$ cat config.mk
export PLATFORM = sky130hd
export DESIGN_NAME = svo_status_outputs
export DESIGN_NICKNAME = d
export VERILOG_FILES = /design/src/svo_pkg.sv /design/src/svo_slot_map.sv /design/src/svo_status_outputs.sv
export SDC_FILE = /design/constraint.sdc
export NUM_CORES = 1
export LEC_CHECK = 0
export ABC_CLOCK_PERIOD_IN_PS = 5500
export BUFFER_PORTS_ARGS = -buffer_cell sky130_fd_sc_hd__buf_4
export CORE_AREA = 2 2 173 175
export DETAILED_ROUTE_END_ITERATION = 10
export DIE_AREA = 0 0 175 177
export PLACE_DENSITY = 0.81
export SYNTH_ARGS = -nofsm -noshare
export SYNTH_HDL_FRONTEND = slang
export SYNTH_SLANG_ARGS = --single-unit
$ cat constraint.sdc
create_clock -name aclk -period 5.5 [get_ports aclk]
set_input_delay 0.275 -clock aclk [delete_from_list [all_inputs] [get_ports aclk]]
set_output_delay 0.275 -clock aclk [all_outputs]
set_load 0.02 [all_outputs]
$ cat src/svo_pkg.sv
// Constants, register map and carrier types of the servo status outputs.
// Assumes a 10 MHz control clock and AXI4-Lite register access.
// Function
// - Ready only when runnable and fault free.
// - Power flag follows control power, regardless faults.
// - Zero speed while speed within threshold.
// - Default zero speed threshold is 10 RPM.
// - Target speed held while speed reaches target.
// - In position only in position control mode.
// - Torque flag when any limit is reached.
// - Alarm flag on any fault; warning-class faults one cycle late.
// - Five fault kinds raise warning before alarm.
// - Warning on limit, stop, link, undervoltage.
// - Brake flag follows brake actuation request.
// - Overload flag at configured overload level.
// - Slot state depends on assignment settings.
// - Any function assignable to any slot.
package svo_pkg;

  localparam int CLK_HZ = 10_000_000;
  localparam int ADDR_W = 8;
  localparam int NFLAG = 10;

  localparam logic [7:0] OFF_ZERO_SPD = 8'h00;
  localparam logic [7:0] OFF_TGT_SPD = 8'h04;
  localparam logic [7:0] OFF_INPOS = 8'h08;
  localparam logic [7:0] OFF_TRQ_LIM0 = 8'h0C;
  localparam logic [7:0] OFF_TRQ_LIM1 = 8'h10;
  localparam logic [7:0] OFF_TRQ_LIM2 = 8'h14;
  localparam logic [7:0] OFF_OVL = 8'h18;
  localparam logic [7:0] OFF_SLOT = 8'h1C;
  localparam logic [7:0] OFF_FLAGS = 8'h20;
  localparam logic [7:0] OFF_ISTAT = 8'h24;
  localparam logic [7:0] OFF_IMASK = 8'h28;

  localparam logic [15:0] RST_ZERO_SPD = 16'h000A;
  localparam logic [15:0] RST_TGT_SPD = 16'h01F4;
  localparam logic [31:0] RST_INPOS = 32'h0000_0064;
  localparam logic [15:0] RST_TRQ_LIM = 16'h0064;
  localparam logic [15:0] RST_OVL = 16'h0078;
  localparam logic [18:0] RST_SLOT = 19'h0_0731;
  localparam logic [9:0] RST_IMASK = 10'h000;

  // Flag bit positions; a slot function code is the position plus one.
  localparam int F_READY = 0;
  localparam int F_POWER = 1;
  localparam int F_ZERO_SPD = 2;
  localparam int F_TGT_SPD = 3;
  localparam int F_INPOS = 4;
  localparam int F_TRQ_LIM = 5;
  localparam int F_ALARM = 6;
  localparam int F_BRAKE = 7;
  localparam int F_OVERLOAD = 8;
  localparam int F_WARN = 9;

  // Slot field layout: three 4-bit function codes, then invert bits.
  localparam int SLOT_FN_W = 4;
  localparam int SLOT_INV_LSB = 16;
  localparam int NSLOT = 3;

  localparam logic [1:0] RESP_OKAY = 2'h0;
  localparam logic [1:0] RESP_SLVERR = 2'h2;

  typedef struct packed {
    logic ctrl_power;
    logic able_to_run;
    logic pos_mode;
    logic brake_req;
    logic [7:0] faults;
    logic signed [15:0] speed;
    logic signed [15:0] torque;
    logic [15:0] load;
    logic signed [31:0] pos_err;
  } svo_drive_s;

  typedef struct packed {
    logic warning_flag;
    logic overload_warning_flag;
    logic brake_control_flag;
    logic fault_alarm_flag;
    logic torque_limit_reached_flag;
    logic in_position_flag;
    logic target_speed_flag;
    logic zero_speed_flag;
    logic control_power_on_flag;
    logic drive_ready_flag;
  } svo_flags_s;

endpackage

$ cat src/svo_slot_map.sv
// Maps status flags onto the physical output slots.
// Assumes flags and configuration are on the same clock.
`timescale 1ns/1ps
`default_nettype none
module svo_slot_map import svo_pkg::*; (
  input wire logic aclk,
  input wire logic aresetn,
  input wire logic [NFLAG-1:0] flags,
  input wire logic [18:0] slot_cfg,
  output var logic [NSLOT-1:0] slots_r
);

  logic [NSLOT-1:0] slots_nxt;

  // Code zero picks 0 for a slot ahead of its invert bit; unused codes also pick 0.
  function automatic logic pick(input logic [NFLAG-1:0] f,
                                input logic [3:0] code);
    logic r;
    r = 1'b0;
    if (code != 4'h0 && code <= 4'(NFLAG)) begin
      r = f[code - 4'h1];
    end
    return r;
  endfunction

  always_comb begin
    for (int i = 0; i < NSLOT; i++) begin
      slots_nxt[i] = pick(flags, slot_cfg[i*SLOT_FN_W +: SLOT_FN_W])
                     ^ slot_cfg[SLOT_INV_LSB + i];
    end
  end

  always_ff @(posedge aclk) begin
    if (!aresetn) begin
      slots_r <= '0;
    end else begin
      slots_r <= slots_nxt;
    end
  end

endmodule
`default_nettype wire

$ cat src/svo_status_outputs.sv
// Servo status outputs: flag generation, output slots, AXI4-Lite
// registers and interrupt. Drive state arrives on the same clock.
`timescale 1ns/1ps
`default_nettype none
module svo_status_outputs import svo_pkg::*; (
  input wire logic aclk,
  input wire logic aresetn,
  input wire logic [ADDR_W-1:0] s_axi_awaddr,
  input wire logic s_axi_awvalid,
  output var logic s_axi_awready,
  input wire logic [31:0] s_axi_wdata,
  input wire logic [3:0] s_axi_wstrb,
  input wire logic s_axi_wvalid,
  output var logic s_axi_wready,
  output var logic [1:0] s_axi_bresp,
  output var logic s_axi_bvalid,
  input wire logic s_axi_bready,
  input wire logic [ADDR_W-1:0] s_axi_araddr,
  input wire logic s_axi_arvalid,
  output var logic s_axi_arready,
  output var logic [31:0] s_axi_rdata,
  output var logic [1:0] s_axi_rresp,
  output var logic s_axi_rvalid,
  input wire logic s_axi_rready,
  input wire svo_drive_s drv,
  output var svo_flags_s status_flags,
  output var logic output_slot_one,
  output var logic output_slot_two,
  output var logic output_slot_three,
  output var logic irq
);

  function automatic logic [15:0] mag16(input logic signed [15:0] v);
    return v[15] ? 16'(-v) : 16'(v);
  endfunction

  function automatic logic [31:0] merge(input logic [31:0] old,
                                        input logic [31:0] nw,
                                        input logic [3:0] be);
    logic [31:0] r;
    r = old;
    for (int b = 0; b < 4; b++) begin
      if (be[b]) begin
        r[b*8 +: 8] = nw[b*8 +: 8];
      end
    end
    return r;
  endfunction

  // Configuration, flag, interrupt and warning-delay registers.
  logic [15:0] zero_thr_r;
  logic [15:0] tgt_spd_r;
  logic [31:0] inpos_r;
  logic [15:0] trq_lim0_r;
  logic [15:0] trq_lim1_r;
  logic [15:0] trq_lim2_r;
  logic [15:0] ovl_r;
  logic [18:0] slot_r;
  logic [NFLAG-1:0] imask_r;
  logic [NFLAG-1:0] istat_r;
  logic [NFLAG-1:0] istat_nxt;
  logic [NFLAG-1:0] flags_r;
  logic [NFLAG-1:0] flags_nxt;
  logic warn_d_r;
  logic irq_r;

  // Bus handshake state.
  logic awready_r;
  logic wready_r;
  logic bvalid_r;
  logic [1:0] bresp_r;
  logic arready_r;
  logic rvalid_r;
  logic [31:0] rdata_r;
  logic [1:0] rresp_r;

  // Flag evaluation.
  wire [15:0] spd_abs = mag16(drv.speed);
  wire [15:0] tq_abs = mag16(drv.torque);
  wire [31:0] perr_abs = drv.pos_err[31] ? 32'(-drv.pos_err)
                                         : 32'(drv.pos_err);
  wire warn_now = |drv.faults[4:0];
  wire other_fault = |drv.faults[7:5];
  // The five warning-class faults reach the alarm one cycle late.
  wire alarm_now = other_fault | (warn_now & warn_d_r);
  wire zero_now = spd_abs <= zero_thr_r;
  wire tgt_now = spd_abs >= tgt_spd_r;
  wire inpos_now = drv.pos_mode & (perr_abs <= inpos_r);
  wire trq_now = (tq_abs >= trq_lim0_r) | (tq_abs >= trq_lim1_r)
                 | (tq_abs >= trq_lim2_r);
  wire ovl_now = drv.load >= ovl_r;
  wire ready_now = drv.ctrl_power & drv.able_to_run
                   & ~warn_now & ~other_fault;

  always_comb begin
    flags_nxt = '0;
    flags_nxt[F_READY] = ready_now;
    flags_nxt[F_POWER] = drv.ctrl_power;
    flags_nxt[F_ZERO_SPD] = zero_now;
    flags_nxt[F_TGT_SPD] = tgt_now;
    flags_nxt[F_INPOS] = inpos_now;
    flags_nxt[F_TRQ_LIM] = trq_now;
    flags_nxt[F_ALARM] = alarm_now;
    flags_nxt[F_BRAKE] = drv.brake_req;
    flags_nxt[F_OVERLOAD] = ovl_now;
    flags_nxt[F_WARN] = warn_now;
  end

  // Write channel: address and data are taken in the same cycle.
  wire wr_take = s_axi_awvalid & s_axi_wvalid & ~awready_r & ~bvalid_r;
  wire wr_fire = awready_r & wready_r;
  logic [ADDR_W-1:0] waddr_r;
  logic [31:0] wdata_r;
  logic [3:0] wstrb_r;

  wire sel_zero = waddr_r == OFF_ZERO_SPD;
  wire sel_tgt = waddr_r == OFF_TGT_SPD;
  wire sel_inpos = waddr_r == OFF_INPOS;
  wire sel_lim0 = waddr_r == OFF_TRQ_LIM0;
  wire sel_lim1 = waddr_r == OFF_TRQ_LIM1;
  wire sel_lim2 = waddr_r == OFF_TRQ_LIM2;
  wire sel_ovl = waddr_r == OFF_OVL;
  wire sel_slot = waddr_r == OFF_SLOT;
  wire sel_imask = waddr_r == OFF_IMASK;
  wire wr_ro = (waddr_r == OFF_FLAGS) | (waddr_r == OFF_ISTAT);
  wire wr_ok = sel_zero | sel_tgt | sel_inpos | sel_lim0 | sel_lim1
               | sel_lim2 | sel_ovl | sel_slot | sel_imask | wr_ro;

  always_ff @(posedge aclk) begin
    if (!aresetn) begin
      awready_r <= 1'b0;
      wready_r <= 1'b0;
      waddr_r <= '0;
      wdata_r <= '0;
      wstrb_r <= '0;
    end else begin
      awready_r <= wr_take;
      wready_r <= wr_take;
      if (wr_take) begin
        waddr_r <= s_axi_awaddr;
        wdata_r <= s_axi_wdata;
        wstrb_r <= s_axi_wstrb;
      end
    end
  end

  always_ff @(posedge aclk) begin
    if (!aresetn) begin
      bvalid_r <= 1'b0;
      bresp_r <= RESP_OKAY;
    end else if (wr_fire) begin
      bvalid_r <= 1'b1;
      bresp_r <= wr_ok ? RESP_OKAY : RESP_SLVERR;
    end else if (s_axi_bready) begin
      bvalid_r <= 1'b0;
    end
  end

  // Each register merges its byte lanes from the latched write data.
  wire [31:0] wr_zero = merge({16'h0, zero_thr_r}, wdata_r, wstrb_r);
  wire [31:0] wr_tgt = merge({16'h0, tgt_spd_r}, wdata_r, wstrb_r);
  wire [31:0] wr_inpos = merge(inpos_r, wdata_r, wstrb_r);
  wire [31:0] wr_lim0 = merge({16'h0, trq_lim0_r}, wdata_r, wstrb_r);
  wire [31:0] wr_lim1 = merge({16'h0, trq_lim1_r}, wdata_r, wstrb_r);
  wire [31:0] wr_lim2 = merge({16'h0, trq_lim2_r}, wdata_r, wstrb_r);
  wire [31:0] wr_ovl = merge({16'h0, ovl_r}, wdata_r, wstrb_r);
  wire [31:0] wr_slot = merge({13'h0, slot_r}, wdata_r, wstrb_r);
  wire [31:0] wr_imask = merge({22'h0, imask_r}, wdata_r, wstrb_r);

  always_ff @(posedge aclk) begin
    if (!aresetn) begin
      zero_thr_r <= RST_ZERO_SPD;
    end else if (wr_fire && sel_zero) begin
      zero_thr_r <= wr_zero[15:0];
    end
  end

  always_ff @(posedge aclk) begin
    if (!aresetn) begin
      tgt_spd_r <= RST_TGT_SPD;
    end else if (wr_fire && sel_tgt) begin
      tgt_spd_r <= wr_tgt[15:0];
    end
  end

  always_ff @(posedge aclk) begin
    if (!aresetn) begin
      inpos_r <= RST_INPOS;
    end else if (wr_fire && sel_inpos) begin
      inpos_r <= wr_inpos;
    end
  end

  always_ff @(posedge aclk) begin
    if (!aresetn) begin
      trq_lim0_r <= RST_TRQ_LIM;
    end else if (wr_fire && sel_lim0) begin
      trq_lim0_r <= wr_lim0[15:0];
    end
  end

  always_ff @(posedge aclk) begin
    if (!aresetn) begin
      trq_lim1_r <= RST_TRQ_LIM;
    end else if (wr_fire && sel_lim1) begin
      trq_lim1_r <= wr_lim1[15:0];
    end
  end

  always_ff @(posedge aclk) begin
    if (!aresetn) begin
      trq_lim2_r <= RST_TRQ_LIM;
    end else if (wr_fire && sel_lim2) begin
      trq_lim2_r <= wr_lim2[15:0];
    end
  end

  always_ff @(posedge aclk) begin
    if (!aresetn) begin
      ovl_r <= RST_OVL;
    end else if (wr_fire && sel_ovl) begin
      ovl_r <= wr_ovl[15:0];
    end
  end

  always_ff @(posedge aclk) begin
    if (!aresetn) begin
      slot_r <= RST_SLOT;
    end else if (wr_fire && sel_slot) begin
      slot_r <= wr_slot[18:0];
    end
  end

  always_ff @(posedge aclk) begin
    if (!aresetn) begin
      imask_r <= RST_IMASK;
    end else if (wr_fire && sel_imask) begin
      imask_r <= wr_imask[NFLAG-1:0];
    end
  end

  // Read channel.
  wire rd_take = s_axi_arvalid & ~arready_r & ~rvalid_r;
  logic [31:0] rdata_nxt;
  logic [1:0] rresp_nxt;

  always_comb begin
    rdata_nxt = 32'h0000_0000;
    rresp_nxt = RESP_OKAY;
    if (s_axi_araddr == OFF_ZERO_SPD) begin
      rdata_nxt = {16'h0, zero_thr_r};
    end else if (s_axi_araddr == OFF_TGT_SPD) begin
      rdata_nxt = {16'h0, tgt_spd_r};
    end else if (s_axi_araddr == OFF_INPOS) begin
      rdata_nxt = inpos_r;
    end else if (s_axi_araddr == OFF_TRQ_LIM0) begin
      rdata_nxt = {16'h0, trq_lim0_r};
    end else if (s_axi_araddr == OFF_TRQ_LIM1) begin
      rdata_nxt = {16'h0, trq_lim1_r};
    end else if (s_axi_araddr == OFF_TRQ_LIM2) begin
      rdata_nxt = {16'h0, trq_lim2_r};
    end else if (s_axi_araddr == OFF_OVL) begin
      rdata_nxt = {16'h0, ovl_r};
    end else if (s_axi_araddr == OFF_SLOT) begin
      rdata_nxt = {13'h0, slot_r};
    end else if (s_axi_araddr == OFF_FLAGS) begin
      rdata_nxt = {22'h0, flags_r};
    end else if (s_axi_araddr == OFF_ISTAT) begin
      rdata_nxt = {22'h0, istat_r};
    end else if (s_axi_araddr == OFF_IMASK) begin
      rdata_nxt = {22'h0, imask_r};
    end else begin
      rresp_nxt = RESP_SLVERR;
    end
  end

  always_ff @(posedge aclk) begin
    if (!aresetn) begin
      arready_r <= 1'b0;
      rvalid_r <= 1'b0;
      rdata_r <= 32'h0000_0000;
      rresp_r <= RESP_OKAY;
    end else begin
      arready_r <= rd_take;
      if (rd_take) begin
        rvalid_r <= 1'b1;
        rdata_r <= rdata_nxt;
        rresp_r <= rresp_nxt;
      end else if (s_axi_rready) begin
        rvalid_r <= 1'b0;
      end
    end
  end

  // Interrupts: each flag's rising edge is sticky; reading clears it,
  // but an edge in the clearing cycle survives.
  wire istat_clr = rd_take & (s_axi_araddr == OFF_ISTAT);
  wire [NFLAG-1:0] rise = flags_nxt & ~flags_r;

  always_comb begin
    istat_nxt = (istat_r & ~{NFLAG{istat_clr}}) | rise;
  end

  always_ff @(posedge aclk) begin
    if (!aresetn) begin
      istat_r <= '0;
      irq_r <= 1'b0;
    end else begin
      istat_r <= istat_nxt;
      irq_r <= |(istat_nxt & imask_r);
    end
  end

  always_ff @(posedge aclk) begin
    if (!aresetn) begin
      flags_r <= '0;
      warn_d_r <= 1'b0;
    end else begin
      flags_r <= flags_nxt;
      warn_d_r <= warn_now;
    end
  end

  logic [NSLOT-1:0] slots;

  svo_slot_map u_slots (
    .aclk(aclk),
    .aresetn(aresetn),
    .flags(flags_nxt),
    .slot_cfg(slot_r),
    .slots_r(slots)
  );

  assign output_slot_one = slots[0];
  assign output_slot_two = slots[1];
  assign output_slot_three = slots[2];
  assign status_flags = svo_flags_s'(flags_r);
  assign irq = irq_r;
  assign s_axi_awready = awready_r;
  assign s_axi_wready = wready_r;
  assign s_axi_bvalid = bvalid_r;
  assign s_axi_bresp = bresp_r;
  assign s_axi_arready = arready_r;
  assign s_axi_rvalid = rvalid_r;
  assign s_axi_rdata = rdata_r;
  assign s_axi_rresp = rresp_r;

endmodule
`default_nettype wire

# Word-level counts from Yosys, hierarchy flattened
# Cells that the tools add are included.
[totals] output_inout_bits=55 wordCells=196 input_bits=151 ff_bits=266
[classes] n_reduce_logical=43 n_bitwise=39 eq_ne=20 n_mux=39 addsub=6 order_cmp=13
[op_table] cell="32-bit two-way mux" count=4
[op_table] cell="19-bit two-way mux" count=5
[op_table] cell="16-bit greater-or-equal comparator" count=5
[op_table] cell="8-bit by 5-bit equality test with 1-bit output (second input constant)" count=8
[op_table] cell="8-bit by 6-bit equality test with 1-bit output (second input constant)" count=6
[op_table] cell="2-bit AND reduction" count=21
[op_table] cell="8-bit by 4-bit equality test with 1-bit output (second input constant)" count=4
[op_table] cell="32-bit <= comparator" count=1
[op_table] cell="16-bit two-way mux" count=2
[op_table] cell="16-bit negation" count=2
[op_table] cell="32-bit negation" count=1
[op_table] cell="10-bit AND" count=3
[op_table] cell="10-bit two-way mux" count=3
[op_table] cell="2-bit two-way mux" count=12
[op_table] cell="10-bit NOT" count=2
[op_table] cell="8-bit by 3-bit equality test with 1-bit output (second input constant)" count=2
[op_table] cell="16-bit <= comparator" count=1
[op_table] cell="8-bit zero test" count=2
[op_table] cell="4-bit by 5-bit less-than comparator with 1-bit output (second input constant)" count=3
[op_table] cell="1-bit bitwise OR" count=13
[op_table] cell="1-bit binary-select mux with 4-bit select" count=3
[op_table] cell="4-bit <= comparator (second input constant)" count=3
[op_table] cell="1-bit logical AND" count=12
[op_table] cell="4-bit nonzero test" count=3
[op_table] cell="10 further kinds" count=39

# Logic depth before layout (Yosys ltp)
[logic_depth] depth_word=12 depth_mapped=17 ltp_nobuf=17

# Hierarchy
# Synthesis repeated with hierarchy kept, for this count alone.
[hier_totals] cells_unflattened=1934 hier_area_um2=15558.7
[by_module_without_submodules] module="svo_status_outputs" cells_each=1849 area_each_um2=14766.7 instances=1 seq_area_each_um2=5205.0
[by_module_without_submodules] module="svo_slot_map" cells_each=85 area_each_um2=792.0 instances=1 seq_area_each_um2=60.1

# Least setup slack after synthesis
# OpenSTA, ideal clock, no wires.
[synth_timing] path_kind="input port to flip-flop" from="input port drv[3] (netlist name)" to="register irq_r, in the netlist irq" path_slack_ns=1.259 setup_ns=0.059 cell_stages=17 arrival_time_ns=4.182 n_path_buf=0 required_time_ns=5.441 cell_sequence="or4_4 > nor3_2 > nand2_1 > or3_4 > or4_4 > nand2b_4 > o41ai_4 > xnor2_1 > ha_1 > a21o_1 > a21oi_1 > o221ai_1 > a2111oi_0 > a21oi_1 > nor4bb_1 > o31a_1 > a221o_1"
[synth_via] elab_chain_len=8
[synth_rtl] element="start: declaration" line="svo_status_outputs.sv:25" rtl="input wire svo_drive_s drv,"
[synth_rtl] element="32-bit negation" line="svo_status_outputs.sv:80" rtl="wire [31:0] perr_abs = drv.pos_err[31] ? 32'(-drv.pos_err)"
[synth_rtl] element="32-bit two-way mux *" line="svo_status_outputs.sv:80"
[synth_rtl] element="32-bit <= comparator *" line="svo_status_outputs.sv:88" rtl="wire inpos_now = drv.pos_mode & (perr_abs <= inpos_r);"
[synth_rtl] element="1-bit AND *" line="svo_status_outputs.sv:88"
[synth_rtl] element="10-bit AND *" line="svo_status_outputs.sv:298" rtl="wire [NFLAG-1:0] rise = flags_nxt & ~flags_r;"
[synth_rtl] element="10-bit bitwise OR *" line="svo_status_outputs.sv:301" rtl="istat_nxt = (istat_r & ~{NFLAG{istat_clr}}) | rise;"
[synth_rtl] element="10-bit AND *" line="svo_status_outputs.sv:310" rtl="irq_r <= |(istat_nxt & imask_r);"
[synth_rtl] element="10-bit OR reduction *" line="svo_status_outputs.sv:310"
[synth_rtl] element="end signal: assignment" line="svo_status_outputs.sv:310"
[synth_rtl] element="end: declaration" line="svo_status_outputs.sv:65" rtl="logic irq_r;"
# Every way passes the cells marked *; elsewhere a longest branch is shown, timed or not.
# A chain may end at the register's enable or synchronous reset.

# Final worst setup path
# Ends and elaborated chain as after synthesis.

==> metrics.md <==
| Metric | Value |
|---|---|
| CP max-delay cell | or4_4 |
| WL/cell | 20.6 um |
| Top cells by area, synth | dfxtp_1, ha_1, a21oi_1, nand2_1, mux2i_1 |
| Worst-path fanout max | 5 |
| Max-slew headroom | 27.9% |
| Final net count | roughly 2500 |
| Pwr Density | 250 nW/um2 |
| Period Utilization, post-route | 80.0% |
| Detailed Route WL | 53.5 mm |
| Leakage power | 8.13 nW |
| Final setup fails | 0 |
| Antenna Nets Post-Route | 0 |
| Initial core utilization | 53.8% |
| Drt pass-1 iters | 10 |
| Clk_lat worst skew | 0.57 ns |
| P&R area growth vs syn | 19.7% |
| Prevailing post-synth register cell | dfxtp_1 |
| Layout fillers | 2445 |
| Maximum root-to-sink buffer count | 3 |
| Setup TNS | 0 ns |
| Final Skew | 0.0181 ns |
| Hold WS | 0.00977 ns |
| Synthesized flop and latch total | 263 |
| Initial antenna violation count | 2 |
| Buffers on Ports | about 200 |
| Seq/Total Area, Yosys | 33.5% |
| Max Cap Violations | 0 |
| Syn_area_per_cell | 7.81 um2 |
| CP Capture Type | register |
| First-pass GRT wire length | 82.3 mm |
| Total gr overflow | 0 |
| Final max-slew violation count | 0 |
| Worst hold path class | in -> reg |
| I/O pin total | 206 |
| Cell at the root of the clock tree | clkbuf_16 |
| Number of distinct library cells after synthesis | 73 |
| Req. time, crit path | 5.95 ns |
| Clock sink total | 263 |
| Fmax achieved | ~0.23 GHz |
| DRC | 0 |
| Clock-pin slew of the registers on the worst-case setup and hold paths | about 0.06 ns |
| H-Tree Level Count | 1 |
| Status | finished clean |
| Num rows | 63 |
| Crit path DAT | 4.86 ns |
| Die width | 175 um |
| Total GRT Usage | 33.6% |
| Mapped cell area | 15700 um2 |
| Asr flop ratio synth | 0% |
| # resized after CTS | 0 |
| Final worst path period need | ~4.4 ns |
| Sequential cell area | 5270 um2 |
| Initial DRC Count | between 1500 and 2000 |
| Final Hold Fails | 0 |
| Vias in the first global route | about 15000 |
| Class of the most critical setup path | in -> reg |
| Largest incremental delay on the critical path | 0.56 ns |
| Die area | 31000 um2 |
| Total CTS buffers | 29 |
| Synth warn | 0 |
| Die H | 177 um |
| Largest net degree at the start of global routing | 141 |
| Dpl hpwl | 38.2 mm |
| Cells after synthesis | 2014 |
| Synth top area share | 33.5% |
| Largest area contributor in the synthesized netlist | dfxtp_1 |
| Final estimated routing congestion in global placement | just under 1 |
| Post-DR vias/cell | around 6 |
| RSZ-0062 raised after global routing | no |
| Total power | approximately 4.7 mW |
| Cell Chain, Critical Path | buf_4 > or4_4 > nor3_2 > nand2_1 > or3_4 > or4_4 > nand2b_4 > o41ai_2 > xnor2_1 > ha_1 > nand2_1 > o21a_1 > o221ai_1 > a2111oi_0 > a21oi_1 > nor4bb_1 > o31a_1 > a221o_1 |
| Post-synth EDFFs | 0 |
| Layout cell share with drive strength beyond 1 | 13.4% |
| Startpoint type of the worst setup path | primary input |
| Area of the multi-input gates | 9400 um2 |
| Peak supply drop | approximately 0.00019 V |
| CTS tree | yes |
| Worst-Margin Slew | 1.07 ns |
| Core footprint | around 29000 um2 |
| Vias | between 15000 and 20000 |
-- metrics by stage --
| step | cell area, um2 | worst slack [ns] | std cells | util [%] |
|---|---|---|---|---|
| floorplan | 15700 | 1.26 | 2015 | - |
| global placement | 17400 | 0.623 | 2500 | 59.5 |
| detailed placement | 17400 | 0.560 | 2500 | 59.5 |
| CTS | 18800 | 1.15 | 2596 | 64.3 |
| global route | 18800 | 0.831 | 2597 | 64.3 |
| finish | 18800 | 1.10 | 2597 | 64.3 |
-- cells in the final DEF (no fill, tap or decap), types with 26 or more instances in the layout --
master / instances
clkbuf_16: 29
a21oi_1: 213
nor3_1: 42
a22oi_1: 26
mux2i_1: 96
buf_4: 219
nand3_1: 111
dfxtp_1: 263
dlygate4sd3_1: 42
nand2_1: 274
inv_1: 157
o21ai_0: 88
nor2_1: 156
ha_1: 140
xnor2_1: 54
-- cells by family (layout without fill, tap and decap cells) --
group / count (synthesis) / in the layout / share of synthesized area [%]
adder cells (fa/ha/maj): 140 / 140 / 11.1
AND/OR/NAND/NOR: 699 / 699 / 20.5
AO/OA/AOI/OAI: 474 / 474 / 18.6
buffers and inverters: 282 / 473 / 6.86
other: 1 / 3 / 0.0239
flip-flops: 263 / 263 / 33.5
XOR/XNOR: 58 / 58 / 3.23
multiplexers: 97 / 97 / 6.18
-- repair_timing --
action                    in CTS  in global routing
buffers inserted               0                  0
hold buffers                  42                  0
hold endpoints to repair      42                  0
-- final timing paths --
check | start | slack [ns] | endpoint | cells after the start
worst min-delay path | s_axi_wdata[7] | 0.01 | wdata_r[7]$_SDFFE_PN0P_ | 3
worst max register to register | waddr_r[3]$_SDFFE_PN0P_ | 2.18 | imask_r[2]$_SDFFE_PN0P_ | 5
worst min register to register | wdata_r[29]$_SDFFE_PN0P_ | 0.46 | wdata_r[29]$_SDFFE_PN0P_ | 2
worst max-delay path | drv[3] | 1.10 | irq$_SDFF_PN0_ | 18
-- cells in the mapped netlist, types with 10 or more instances --
master	count
inv_1	157
a21o_1	10
o21ai_0	88
nand3_1	111
nand2_1	274
nor2_1	156
ha_1	140
clkbuf_1	113
a22oi_1	26
a21oi_1	213
o211ai_1	10
xnor2_1	54
o31ai_1	18
dfxtp_1	263
nand2b_1	15
nand4_1	22
nor4_1	11
a211oi_1	22
mux2i_1	96
and2_1	11
nor3_1	43
-- layer usage --
layer	global-route usage, %	routed length (um)	up-vias
li1	-	-	7381
met1	45.1	22200	7379
met2	54.5	24100	844
met3	5.35	5140	144
met4	12.3	2040	2
met5	0	13	-
-- report_power, final --
group	total, mW	internal (mW)	switching (mW)
sequential	2.01	1.95	0.0617
clock	2.01	1.18	0.830
combinational	0.677	0.292	0.384
total	4.70	3.42	1.28
-- critical path: cells and delay by family --
kind                     cells  cell delay, ns
adder cells (fa/ha/maj)      1            0.30
AO/OA/AOI/OAI                7            1.87
buffers and inverters        1            0.13
XOR/XNOR                     1            0.11
AND/OR/NAND/NOR              8            2.18
-- final cells by class --
class	count	area share (%)
multi-input cells	1470	50.0
flip-flops and latches	263	28.0
repair buffers	261	11.0
clock buffers	39	4.54
inverters	158	3.18
well taps	390	2.59
clock inverters	15	0.758
diodes	1	0.0133
-- flip-flops by register name (all words and copies together) (netlist names), 16 cells and up --
signal,count
inpos_r,32
trq_lim0_r,16
tgt_spd_r,16
ovl_r,16
trq_lim1_r,16
s_axi_rdata,32
wdata_r,32
trq_lim2_r,16
zero_thr_r,16
slot_r,19
(Power assumes the default switching activity.)
